### src/sces_pkg.sv
// Purpose: Shared constants and carrier types for the serial channel event status block
// Assumes: One system clock, registers read through a plain read strobe and byte address
// Notes:   Bit positions follow the event status layout for all three protocol modes
package sces_pkg;
	// ==========================================================
	// Register map
	localparam int unsigned ADDR_W = 12;
	localparam logic [ADDR_W-1:0] CHAN_STATUS_OFS [4] = '{12'h158, 12'h1d8, 12'h258, 12'h2d8};
	localparam logic [31:0] STATUS_RST = 32'h0000_0000;
	localparam logic [31:0] READ_UNMAPPED = 32'h0000_0000;

	// ==========================================================
	// Event bit positions (shared positions change meaning by mode)
	localparam int unsigned B_ALL_SENT   = 18;
	localparam int unsigned B_UNDERRUN   = 16; // Frame and byte-sync
	localparam int unsigned B_PAUSE_CHAR = 16; // Async
	localparam int unsigned B_TIMER      = 15;
	localparam int unsigned B_CTS_CHANGE = 14;
	localparam int unsigned B_RETRANSMIT = 13; // Frame and byte-sync
	localparam int unsigned B_RESUME_CHR = 13; // Async
	localparam int unsigned B_POOL_READY = 12;
	localparam int unsigned B_BREAK      = 9;
	localparam int unsigned B_BREAK_END  = 8;
	localparam int unsigned B_RX_OVERRUN = 7;  // Frame
	localparam int unsigned B_TERM_CHAR  = 7;  // Async and byte-sync
	localparam int unsigned B_FRAME_STRT = 6;  // Frame
	localparam int unsigned B_TIMEOUT    = 6;  // Async
	localparam int unsigned B_REMOTE_CHG = 5;  // Frame
	localparam int unsigned B_PARITY     = 5;  // Async and byte-sync
	localparam int unsigned B_PROTOCOL   = 4;  // Frame
	localparam int unsigned B_FRAMING    = 4;  // Async
	localparam int unsigned B_SYNC_PAT   = 4;  // Byte-sync
	localparam int unsigned B_UNLOCK     = 3;
	localparam int unsigned B_CARRIER    = 2;
	localparam int unsigned B_FIFO_OVF   = 1;
	localparam int unsigned B_TOO_LONG   = 0;

	// ==========================================================
	// Counts
	localparam logic [2:0] BYTES_FOR_RETX = 3'h4;

	typedef enum logic [1:0] {SCES_FRAME, SCES_ASYNC, SCES_BSYNC} sces_mode_t;

	typedef struct packed {
		sces_mode_t  mode;
		logic        auto_mode;
		logic        parity_enable;
		logic        parity_odd;
		logic        per_char_status_enable;
		logic        inband_flow_enable;
		logic        timeout_enable;
		logic [7:0]  timeout_length;
		logic [3:0]  char_bits;
		logic [1:0]  stop_bits;
		logic [7:0]  pause_char;
		logic [7:0]  resume_char;
		logic [7:0]  term_char;
		logic        masked_visible_option;
		logic        tx_from_clock_recovery_loop;
		logic        addr_recog;
		logic        length_check;
	} sces_cfg_t;

	typedef struct packed {
		logic       valid;
		logic [7:0] data;
		logic       parity_bit;
		logic       stop_bit;
	} sces_rx_char_t;
endpackage

### src/sces_event_status.sv
// Purpose: Event status register of one serial channel with its event detection
// Assumes: Protocol engines supply one-cycle event pulses; line inputs are synchronous
// Notes:   Reading the status word collects and clears it; a new event in that cycle survives
// Notes on behaviour
// - Frame mode: all-sent on last bit, or in auto mode on ack, ack timeout
// - Async/byte-sync: all-sent when last char out, FIFO empty
// - Frame underrun: abort, flag, halt until reset
// - Byte-sync underrun: idle, flag, halt until reset
// - Async pause/resume chars flagged, steer transmitter
// - Timer expiry sets timer flag
// - Any CTS edge flags change; level readable
// - Retransmit request after four bytes on fault
// - Pool ready after transmitter reset, clock present
// - Break after char, parity and stop bit times low (no start bit); end on rise
// - Frame overflow: flag, discard, mark status byte
// - Termination char flags and pushes frame end
// - Frame start on address match or flag
// - Async timeout when no character in period
// - Auto mode remote ready/not-ready change flagged
// - Parity error flagged, optionally in status byte
// - Auto mode protocol error on bad frames
// - Framing error on zero stop bit
// - Sync pattern flagged only after hunt command
// - Clock recovery unlock flags, blocks rx, pauses tx
// - Every carrier detect edge flagged; level readable
// - Full receive FIFO drops frame or character
// - Masked events no interrupt; visible only optionally
module sces_event_status
	import sces_pkg::*;
#(
	parameter int unsigned CHAN_IDX = 0
) (
	input  wire logic              mclk_i,
	input  wire logic              rst_b_i,
	input  wire sces_cfg_t         cfg_i,
	input  wire logic [31:0]       event_mask_reg_i,
	input  wire logic              rd_en_i,
	input  wire logic [ADDR_W-1:0] rd_addr_i,
	input  wire logic              bit_tick_i,
	input  wire logic              rx_line_i,
	input  wire sces_rx_char_t     rx_char_i,
	input  wire logic              rx_fifo_full_i,
	input  wire logic              rx_frame_begin_i,
	input  wire logic              rx_frame_byte_i,
	input  wire logic              rx_frame_done_i,
	input  wire logic              rx_addr_match_i,
	input  wire logic              rx_open_flag_i,
	input  wire logic              rx_remote_ready_i,
	input  wire logic              rx_remote_valid_i,
	input  wire logic              rx_nr_error_i,
	input  wire logic              rx_s_with_i_i,
	input  wire logic              rx_len_abort_i,
	input  wire logic              sync_match_i,
	input  wire logic              hunt_cmd_i,
	input  wire logic              tx_last_bit_i,
	input  wire logic              tx_iframe_acked_i,
	input  wire logic              tx_ack_timeout_i,
	input  wire logic              tx_nak_i,
	input  wire logic              tx_collision_i,
	input  wire logic              tx_char_done_i,
	input  wire logic              tx_byte_sent_i,
	input  wire logic              tx_frame_begin_i,
	input  wire logic              tx_active_i,
	input  wire logic              tx_fifo_empty_i,
	input  wire logic              tx_end_marker_i,
	input  wire logic              tx_clk_ok_i,
	input  wire logic              transmitter_reset_cmd_i,
	input  wire logic              timer_expire_i,
	input  wire logic              cts_b_i,
	input  wire logic              cd_i,
	input  wire logic              clock_recovery_loop_locked_i,
	output logic [31:0]            rd_data_o,
	output logic                   int_req_o,
	output logic                   tx_halted_o,
	output logic                   tx_close_req_o,
	output logic                   tx_paused_o,
	output logic                   rx_blocked_o,
	output logic                   rx_discard_o,
	output logic                   rx_frame_end_push_o,
	output logic                   rx_ovf_mark_o,
	output logic                   rx_char_parity_err_o,
	output logic                   cts_level_o,
	output logic                   cd_level_o,
	output logic                   remote_ready_state_o
);
	logic        is_frame;
	logic        is_async;
	logic        is_bsync;
	logic [31:0] evt;
	logic [31:0] status;
	logic [31:0] next_status;
	logic        rd_hit;
	logic        cts_q;
	logic        cd_q;
	logic        lock_q;
	logic        tx_halt;
	logic        pool_pend;
	logic        flow_paused;
	logic [2:0]  sent_bytes;
	logic [4:0]  low_cnt;
	logic        brk_on;
	logic [7:0]  idle_cnt;
	logic        to_armed;
	logic        hunting;
	logic        rx_drop_frame;
	logic        underrun;
	logic        brk_hit;
	logic        to_hit;
	logic        par_bad;
	logic [4:0]  brk_len;

	assign is_frame = (cfg_i.mode == SCES_FRAME);
	assign is_async = (cfg_i.mode == SCES_ASYNC);
	assign is_bsync = (cfg_i.mode == SCES_BSYNC);
	assign rd_hit   = rd_en_i && (rd_addr_i == CHAN_STATUS_OFS[CHAN_IDX]);
	assign underrun = (is_frame || is_bsync) && tx_active_i && !tx_halt && tx_fifo_empty_i && !tx_end_marker_i;
	assign brk_len  = 5'(cfg_i.char_bits) + 5'(cfg_i.parity_enable) + 5'(cfg_i.stop_bits);
	assign brk_hit  = is_async && !brk_on && bit_tick_i && !rx_line_i && (low_cnt + 5'h01 >= brk_len);
	assign to_hit   = is_async && cfg_i.timeout_enable && to_armed && bit_tick_i
		&& (idle_cnt + 8'h01 >= cfg_i.timeout_length);
	assign par_bad  = rx_char_i.valid && (is_async || is_bsync) && cfg_i.parity_enable
		&& ((^rx_char_i.data) ^ rx_char_i.parity_bit ^ cfg_i.parity_odd);

	// ==========================================================
	// Event vector
	always_comb begin
		evt = 32'h0000_0000;
		if (is_frame) begin
			evt[B_ALL_SENT] = tx_last_bit_i || (cfg_i.auto_mode && (tx_iframe_acked_i || tx_ack_timeout_i));
		end else begin
			evt[B_ALL_SENT] = tx_char_done_i && tx_fifo_empty_i;
		end
		evt[B_UNDERRUN] = underrun;
		if (is_async && rx_char_i.valid) begin
			evt[B_PAUSE_CHAR] = (rx_char_i.data == cfg_i.pause_char);
			evt[B_RESUME_CHR] = (rx_char_i.data == cfg_i.resume_char);
		end
		evt[B_TIMER] = timer_expire_i;
		evt[B_CTS_CHANGE] = (cts_b_i != cts_q);
		if (!is_async && sent_bytes >= BYTES_FOR_RETX) begin
			evt[B_RETRANSMIT] = (cts_b_i && !cts_q)
				|| (is_frame && (tx_collision_i || (cfg_i.auto_mode && tx_nak_i)));
		end
		// pool ready once reset done and clock present
		evt[B_POOL_READY] = pool_pend && tx_clk_ok_i;
		evt[B_BREAK]     = brk_hit;
		evt[B_BREAK_END] = is_async && brk_on && rx_line_i;
		if (is_frame) begin
			evt[B_RX_OVERRUN] = rx_frame_byte_i && rx_fifo_full_i && !rx_drop_frame;
		end else begin
			evt[B_RX_OVERRUN] = rx_char_i.valid && (rx_char_i.data == cfg_i.term_char);
		end
		if (is_frame) begin
			evt[B_FRAME_STRT] = cfg_i.addr_recog ? rx_addr_match_i : rx_open_flag_i;
		end else if (is_async) begin
			evt[B_TIMEOUT] = to_hit;
		end
		if (is_frame) begin
			evt[B_REMOTE_CHG] = cfg_i.auto_mode && rx_remote_valid_i && (rx_remote_ready_i != remote_ready_state_o);
		end else begin
			evt[B_PARITY] = par_bad;
		end
		case (cfg_i.mode)
			SCES_FRAME: evt[B_PROTOCOL] = cfg_i.auto_mode && (rx_nr_error_i || rx_s_with_i_i);
			SCES_ASYNC: evt[B_FRAMING]  = rx_char_i.valid && !rx_char_i.stop_bit;
			default:    evt[B_SYNC_PAT] = hunting && sync_match_i;
		endcase
		evt[B_UNLOCK] = lock_q && !clock_recovery_loop_locked_i;
		evt[B_CARRIER] = (cd_i != cd_q);
		if (is_frame) begin
			evt[B_FIFO_OVF] = rx_frame_begin_i && rx_fifo_full_i;
		end else begin
			evt[B_FIFO_OVF] = rx_char_i.valid && rx_fifo_full_i;
		end
		evt[B_TOO_LONG] = is_frame && cfg_i.length_check && rx_len_abort_i;
	end

	// ==========================================================
	// Status register, masking and read port
	always_comb begin
		// masked events hidden unless the visibility option is set
		// set wins over the collecting read
		next_status = (rd_hit ? STATUS_RST : status)
			| (evt & (~event_mask_reg_i | {32{cfg_i.masked_visible_option}}));
	end

	always_ff @(posedge mclk_i or negedge rst_b_i) begin
		if (!rst_b_i) begin
			status    <= STATUS_RST;
			rd_data_o <= READ_UNMAPPED;
			int_req_o <= 1'b0;
		end else begin
			status    <= next_status;
			rd_data_o <= rd_hit ? status : READ_UNMAPPED;
			// only unmasked flags raise the request
			int_req_o <= |(next_status & ~event_mask_reg_i);
		end
	end

	// ==========================================================
	// Line level trackers
	always_ff @(posedge mclk_i or negedge rst_b_i) begin
		if (!rst_b_i) begin
			cts_q  <= 1'b1;
			cd_q   <= 1'b0;
			lock_q <= 1'b0;
		end else begin
			cts_q  <= cts_b_i;
			cd_q   <= cd_i;
			lock_q <= clock_recovery_loop_locked_i;
		end
	end
	assign cts_level_o = cts_q;
	assign cd_level_o  = cd_q;

	// ==========================================================
	// Transmitter control
	always_ff @(posedge mclk_i or negedge rst_b_i) begin
		if (!rst_b_i) begin
			tx_halt        <= 1'b0;
			tx_close_req_o <= 1'b0;
			pool_pend      <= 1'b0;
			flow_paused    <= 1'b0;
			sent_bytes     <= 3'h0;
		end else begin
			// halt holds until the reset command
			tx_close_req_o <= underrun;
			if (transmitter_reset_cmd_i) begin
				tx_halt <= 1'b0;
			end else if (underrun) begin
				tx_halt <= 1'b1;
			end
			// held pending while no transmit clock
			if (transmitter_reset_cmd_i) begin
				pool_pend <= 1'b1;
			end else if (tx_clk_ok_i) begin
				pool_pend <= 1'b0;
			end
			if (!cfg_i.inband_flow_enable || !is_async || transmitter_reset_cmd_i) begin
				flow_paused <= 1'b0;
			end else if (evt[B_PAUSE_CHAR]) begin
				flow_paused <= 1'b1;
			end else if (evt[B_RESUME_CHR]) begin
				flow_paused <= 1'b0;
			end
			// count sent bytes of the current frame or block
			if (tx_frame_begin_i) begin
				sent_bytes <= 3'h0;
			end else if (tx_byte_sent_i && sent_bytes < BYTES_FOR_RETX) begin
				sent_bytes <= sent_bytes + 3'h1;
			end
		end
	end
	assign tx_halted_o = tx_halt;

	// pause transmit clocked from the lost loop
	always_ff @(posedge mclk_i or negedge rst_b_i) begin
		if (!rst_b_i) begin
			tx_paused_o  <= 1'b0;
			rx_blocked_o <= 1'b1;
		end else begin
			tx_paused_o  <= flow_paused || (cfg_i.tx_from_clock_recovery_loop && !clock_recovery_loop_locked_i);
			rx_blocked_o <= !clock_recovery_loop_locked_i;
		end
	end

	// ==========================================================
	// Receive line supervision
	always_ff @(posedge mclk_i or negedge rst_b_i) begin
		if (!rst_b_i) begin
			low_cnt  <= 5'h00;
			brk_on   <= 1'b0;
			idle_cnt <= 8'h00;
			to_armed <= 1'b0;
		end else begin
			// count low bit times; break ends on the rising line
			if (rx_line_i || !is_async) begin
				low_cnt <= 5'h00;
			end else if (bit_tick_i && !brk_on) begin
				low_cnt <= low_cnt + 5'h01;
			end
			if (evt[B_BREAK_END] || !is_async) begin
				brk_on <= 1'b0;
			end else if (brk_hit) begin
				brk_on <= 1'b1;
			end
			// one timeout per silence, re-armed by a character
			if (rx_char_i.valid) begin
				idle_cnt <= 8'h00;
				to_armed <= 1'b1;
			end else if (to_hit) begin
				to_armed <= 1'b0;
			end else if (bit_tick_i && to_armed) begin
				idle_cnt <= idle_cnt + 8'h01;
			end
		end
	end

	// ==========================================================
	// Receive data path effects
	always_ff @(posedge mclk_i or negedge rst_b_i) begin
		if (!rst_b_i) begin
			hunting              <= 1'b0;
			rx_drop_frame        <= 1'b0;
			rx_discard_o         <= 1'b0;
			rx_frame_end_push_o  <= 1'b0;
			rx_ovf_mark_o        <= 1'b0;
			rx_char_parity_err_o <= 1'b0;
			remote_ready_state_o <= 1'b1;
		end else begin
			// hunt until the pattern is found
			if (hunt_cmd_i) begin
				hunting <= 1'b1;
			end else if (evt[B_SYNC_PAT] && is_bsync) begin
				hunting <= 1'b0;
			end
			// whole frame dropped when full at its start
			if (evt[B_FIFO_OVF] && is_frame) begin
				rx_drop_frame <= 1'b1;
			end else if (rx_frame_done_i) begin
				rx_drop_frame <= 1'b0;
			end
			// drop while full or while the frame is dropped; otherwise resume when space frees
			rx_discard_o <= (rx_frame_byte_i && (rx_fifo_full_i || rx_drop_frame))
				|| (!is_frame && rx_char_i.valid && rx_fifo_full_i);
			// overflow mark carried into the frame status byte
			if (rx_frame_begin_i) begin
				rx_ovf_mark_o <= 1'b0;
			end else if (evt[B_RX_OVERRUN] && is_frame) begin
				rx_ovf_mark_o <= 1'b1;
			end
			rx_frame_end_push_o <= !is_frame && evt[B_TERM_CHAR];
			rx_char_parity_err_o <= par_bad && cfg_i.per_char_status_enable;
			if (is_frame && cfg_i.auto_mode && rx_remote_valid_i) begin
				remote_ready_state_o <= rx_remote_ready_i;
			end
		end
	end
endmodule // sces_event_status

### config.mk
export PLATFORM = sky130hd
export DESIGN_NAME = sces_event_status
export DESIGN_NICKNAME = d
export VERILOG_FILES = /design/src/sces_pkg.sv /design/src/sces_event_status.sv
export SDC_FILE = /design/constraint.sdc
export NUM_CORES = 1
export LEC_CHECK = 0
export ABC_AREA = 1
export BUFFER_PORTS_ARGS = -buffer_cell sky130_fd_sc_hd__clkbuf_2
export CORE_ASPECT_RATIO = 1.4
export CORE_MARGIN = 3
export CORE_UTILIZATION = 25
export DETAILED_ROUTE_END_ITERATION = 6
export SYNTH_ARGS = -nofsm -noshare
export SYNTH_HDL_FRONTEND = slang
export SYNTH_SLANG_ARGS = --single-unit
### constraint.sdc
create_clock -name mclk_i -period 5.7 [get_ports mclk_i]
set_input_delay 0.285 -clock mclk_i [delete_from_list [all_inputs] [get_ports mclk_i]]
set_output_delay 0.285 -clock mclk_i [all_outputs]
set_load 0.01 [all_outputs]
Word-level counts from Yosys, hierarchy flattened
Cells that the tools add are included.
{"block": "totals", "regBits": 99, "inputBits": 140, "word_cells": 180}
{"block": "op_classes", "n_mux": 37, "n_reduce_logical": 93, "bitwise": 7, "order_cmp": 4, "n_eq_ne": 10, "add_sub_neg": 5}
{"cell": "32-bit 2-to-1 mux", "n": 2}
{"cell": "32-bit OR", "n": 2}
{"cell": "1-bit logical AND", "n": 53}
{"cell": "19-bit by 32-bit AND with 32-bit output", "n": 1}
{"cell": "32-bit AND", "n": 1}
{"cell": "32-bit inverter", "n": 1}
{"cell": "32-bit OR reduction", "n": 1}
{"cell": "1-bit 2-to-1 mux", "n": 27}
{"cell": "8-bit == test", "n": 3}
{"cell": "8-bit 2-to-1 mux", "n": 3}
{"cell": "2-bit nonzero test", "n": 10}
{"cell": "1-bit logical OR", "n": 14}
{"cell": "12-bit by 9-bit == test with 1-bit output (second input constant)", "n": 1}
{"cell": "1-bit logical NOT", "n": 11}
{"cell": "5-bit 2-to-1 mux", "n": 2}
{"cell": "8-bit by 1-bit adder with 8-bit output (second input constant)", "n": 1}
{"cell": "8-bit >= comparator", "n": 1}
{"cell": "8-bit XOR reduction", "n": 1}
{"cell": "3-bit 2-to-1 mux", "n": 2}
{"cell": "4-bit by 1-bit adder with 5-bit output", "n": 1}
{"cell": "5-bit by 1-bit adder with 5-bit output (second input constant)", "n": 1}
{"cell": "5-bit by 2-bit adder with 5-bit output", "n": 1}
{"cell": "5-bit >= comparator", "n": 1}
{"cell": "3-bit by 1-bit adder with 3-bit output (second input constant)", "n": 1}
{"cell": "other kinds (11)", "n": 14}

Depth between registers and ports, before layout
{"block": "depth", "word_depth": 11, "mapped_depth": 16}

Worst setup path before layout
OpenSTA, ideal clock, no wires.
{"block": "synth_path", "kind": "reg2reg", "from": "register idle_cnt[0]", "to": "register idle_cnt[0]", "setup_slack_ns": 3.245, "synth_period_minus_slack_ns": 2.455, "path_stages_with_launch": 17, "required_time_ns": 5.623, "setup_ns": 0.077, "arrival_ns": 2.378, "path_cell_list": "dfrtp_1 ha_1 nand3_1 nand3b_1 xor2_1 inv_1 ha_1 inv_1 nor3_1 nand4_1 nand4_1 nand2_1 inv_1 nor2_1 nor2_1 nor2_1 a21oi_1"}
{"block": "synth_between", "elab_chain_len": 5, "word_cells_on_any_way": 8, "classes_between": "add/sub (1); order compare (1); eq/ne (1); mux (3); reduce/logical (2)"}
{"element": "from (decl)", "line_no": "sces_event_status.sv:102", "source": "logic [7:0] idle_cnt;"}
{"element": "from (signal assigned)", "line_no": "sces_event_status.sv:294", "source": "idle_cnt <= idle_cnt + 8'h01;"}
{"element": "8-bit by 1-bit adder with 8-bit output *", "line_no": "sces_event_status.sv:120, sces_event_status.sv:294"}
{"element": "8-bit >= comparator", "line_no": "sces_event_status.sv:120", "source": "&& (idle_cnt + 8'h01 >= cfg_i.timeout_length);"}
{"element": "1-bit logical AND", "line_no": "sces_event_status.sv:120"}
{"element": "2-bit != test (no line)"}
{"element": "2-bit AND reduction (no line)"}
Every way passes the cells marked *; elsewhere a longest branch is shown, timed or not. The select of a mux whose other input is x is not followed.
A chain may end at the register's enable or synchronous reset.

Final worst setup path
{"block": "layout_path", "from": "register idle_cnt[0]", "to": "register idle_cnt[7]"}
The elaborated chain is that of the path after synthesis.

==> impl_metrics.py <==
metrics = {
    "status": {
        "status": "finished clean",
    },
    "synth": {
        "async_flop_share": 1.00,
        "ys_seq_area_frac": 0.462,
        "synth_nets": 865,
        "ys_warn_count": 0,
        "avgSynthCellArea_um2": 7.65,
        "synth_seq_cells": 99,
        "synth_top_area_share": 0.447,
        "synthFlopType": "dfrtp_1",
        "synth_top_area_cell": "dfrtp_1",
        "synthTopCellsByCount": "176 x nand2_1, 144 x inv_1, 96 x dfrtp_1",
        "synth.distinct_cells": 35,
        "yosysMostFrequentCell": "nand2_1",
        "synthesis.instances": 702,
        "synth_area_um2": 5370,
        "synth_area_leaders": "dfrtp_1 45%, nand2_1 12%, inv_1 10%",
        "synth_edf_count": 0,
    },
    "global_route": {
        "grt_overflow": 0,
        "antenna_found_initial": 1,
        "grt_pass1_vias": 4825,
        "grt_usage": 0.134,
        "grt_max_degree": 60,
        "grt_pass1_wl_um": 24500,
    },
    "die": {
        "initial_core_util": 0.258,
        "ios": 184,
        "die_h_um": 179,
        "rows": 62,
        "die_w_um": 130,
        "die_area_um2": 23300,
        "core_um2": 20800,
    },
    "setup_path": {
        "criticalPathCategory": "reg -> reg",
        "arrival_ns": 3.12,
        "critical_path_buf_inv_count": 3,
        "cp-start-kind": "flop",
        "cp_cell_sequence": "nand3_1 > nand3b_1 > nand3b_1 > xor2_1 > inv_1 > ha_1 > inv_1 > nor3_1 > nand4_1 > nand4_1 > nand2_1 > inv_1 > nor2_1 > nor2_1 > nand2_1 > o21ai_0",
        "crit_required_ns": 5.95,
        "worst-path-max-fanout": 8,
        "crit_slowest_cell": "nor2_1",
        "slowest_delay_ns": 0.41,
        "path_common_cell": "inv_1",
        "end_kind": "flop",
        "crit_family": "simple AND/OR/NAND/NOR gates",
    },
    "timing": {
        "tightestPinTransition_ns": 1.09,
        "fmax_ghz": 0.349,
        "finClkSkew_ns": 0.0117,
        "layout_min_cycle_time_ns": 2.87,
        "hold_violations": 0,
        "slew_viol_final": 0,
        "final.setup.tns_ns": 0,
        "setup_viol": 0,
        "whs_ns": 0.0597,
        "timing.final.crit_share": 0.503,
        "rsz0062_at_grt": "no",
        "timing.slew.headroom": 0.270,
    },
    "cts": {
        "root_buffer": "clkbuf_16",
        "post_cts_resized": 0,
        "clockBufferDepth": 2,
        "clock_sinks": 99,
        "insertion_delay_ns": 0.34,
        "cts_tree": "built",
        "clk_pin_slew_ns": 0.07,
        "cts.htree.levels": 3,
        "cts_buffers": 9,
    },
    "route": {
        "dr.pass1.iters": 6,
        "ant_nets": 0,
        "num_vias": 4847,
        "routed.top_layer": "met4",
        "routedWlPerCell_um": 13.6,
        "routed_wl_um": 15700,
        "drc_errors": 0,
        "wl_met1_um": 6580,
        "wl_met2_um": 7700,
        "first_iter_violations": 229,
        "dr_wl_met3_um": 1070,
        "vias_per_cell": 4.21,
    },
    "power": {
        "p_per_area_nw_per_um2": 243,
        "p_sw_mw": 0.443,
        "pwr-share-comb": 0.162,
        "p_seq_frac": 0.450,
        "clkPwrFrac": 0.388,
        "switching_share": 0.264,
        "ir_drop_mv": 0.150,
        "leakagePower_nw": 4.27,
        "p_int_mw": 1.23,
        "total_power_mw": 1.68,
    },
    "placed_design": {
        "placed_area_um2": 6570,
        "place_hpwl_um": 12600,
        "gp_congestion": 0.813,
        "io_buffers": 183,
    },
    "finish": {
        "fin_nets": 1053,
        "drive_above_1_share": 0.236,
        "area_delta_synth_final_pct": 28.3,
        "fin_area_um2": 6890,
    },
    "flow_run": {
        "drv_cap": 0,
    },
    "min_path": {
        "worstHoldPathType": "in -> reg",
    },
}
-- state kept, by name, indices dropped and copies added, names as in the netlist, 3 cells and up --
name,count
rd_data_o,32
low_cnt,5
status,32
sent_bytes,3
idle_cnt,8
-- final timing paths --
kind	cells past startpoint	slack, ns	to	from
max in group asynchronous	3	4.03	status[7]	rst_b_i
worst max-delay path	16	2.83	idle_cnt[7]	idle_cnt[0]
worst min-delay path	1	0.06	cts_level_o	cts_b_i
worst max register to register	16	2.83	idle_cnt[7]	idle_cnt[0]
min in group asynchronous	2	0.50	status[6]	rst_b_i
worst min register to register	2	0.48	to_armed	to_armed
-- power groups by stage --
stage / registers, mW / logic, mW / clock network [mW]
CTS: 0.755 / 0.277 / 0.673
detailed placement: 0.768 / 0.275 / 0
finish: 0.755 / 0.272 / 0.651
global placement: 0.767 / 0.272 / 0
global route: 0.758 / 0.318 / 0.699
floorplan: 0.765 / 0.152 / 0
-- metal layers --
metal  up-vias  GRT usage
li1       2511          -
met1      2160      0.163
met2       158      0.230
met3        18     0.0318
met4         0     0.0428
met5         -          0
-- through the flow --
stage	std cells	utilization	worst slack, ns
finish	1152	0.332	2.83
global route	1151	0.331	2.48
CTS	1150	0.331	2.82
detailed placement	1134	0.316	2.84
global placement	1134	0.316	2.93
floorplan	702	-	3.24
-- final cells by class --
type | instances | area [um^2]
clock inverter | 4 | 76.3
timing repair buffer | 185 | 936
antenna | 2 | 5.00
inverter | 146 | 548
clock buffer | 11 | 233
sequential | 99 | 2480
fill | 2284 | 13900
multi-input combinational | 449 | 2290
tap | 256 | 320
-- kinds of logic after synthesis --
kind of cell,Yosys count,share of synthesized area
compound gates,48,0.0494
xor+xnor,26,0.0424
fa+ha+maj,23,0.0564
buf+inv,154,0.111
flops,99,0.462
mux,1,0.00210
simple gates,351,0.277
-- layout by cell type (no fill, tap or decap), drive strengths merged, types with 8 or more instances in the layout --
cell type / n
nand3b: 8
ha: 21
xor2: 17
clkbuf: 193
dfrtp: 96
nand2: 181
xnor2: 9
nor2: 94
inv: 146
a21oi: 16
nand4: 11
o21ai: 24
nand3: 43
-- repair_timing --
item / 4_1_cts / 5_1_grt
hold buffers: 1 / 0
hold endpoints to repair: 38 / 0
setup buffers: 0 / 0
Note: power is estimated with default switching activity, not from simulation.
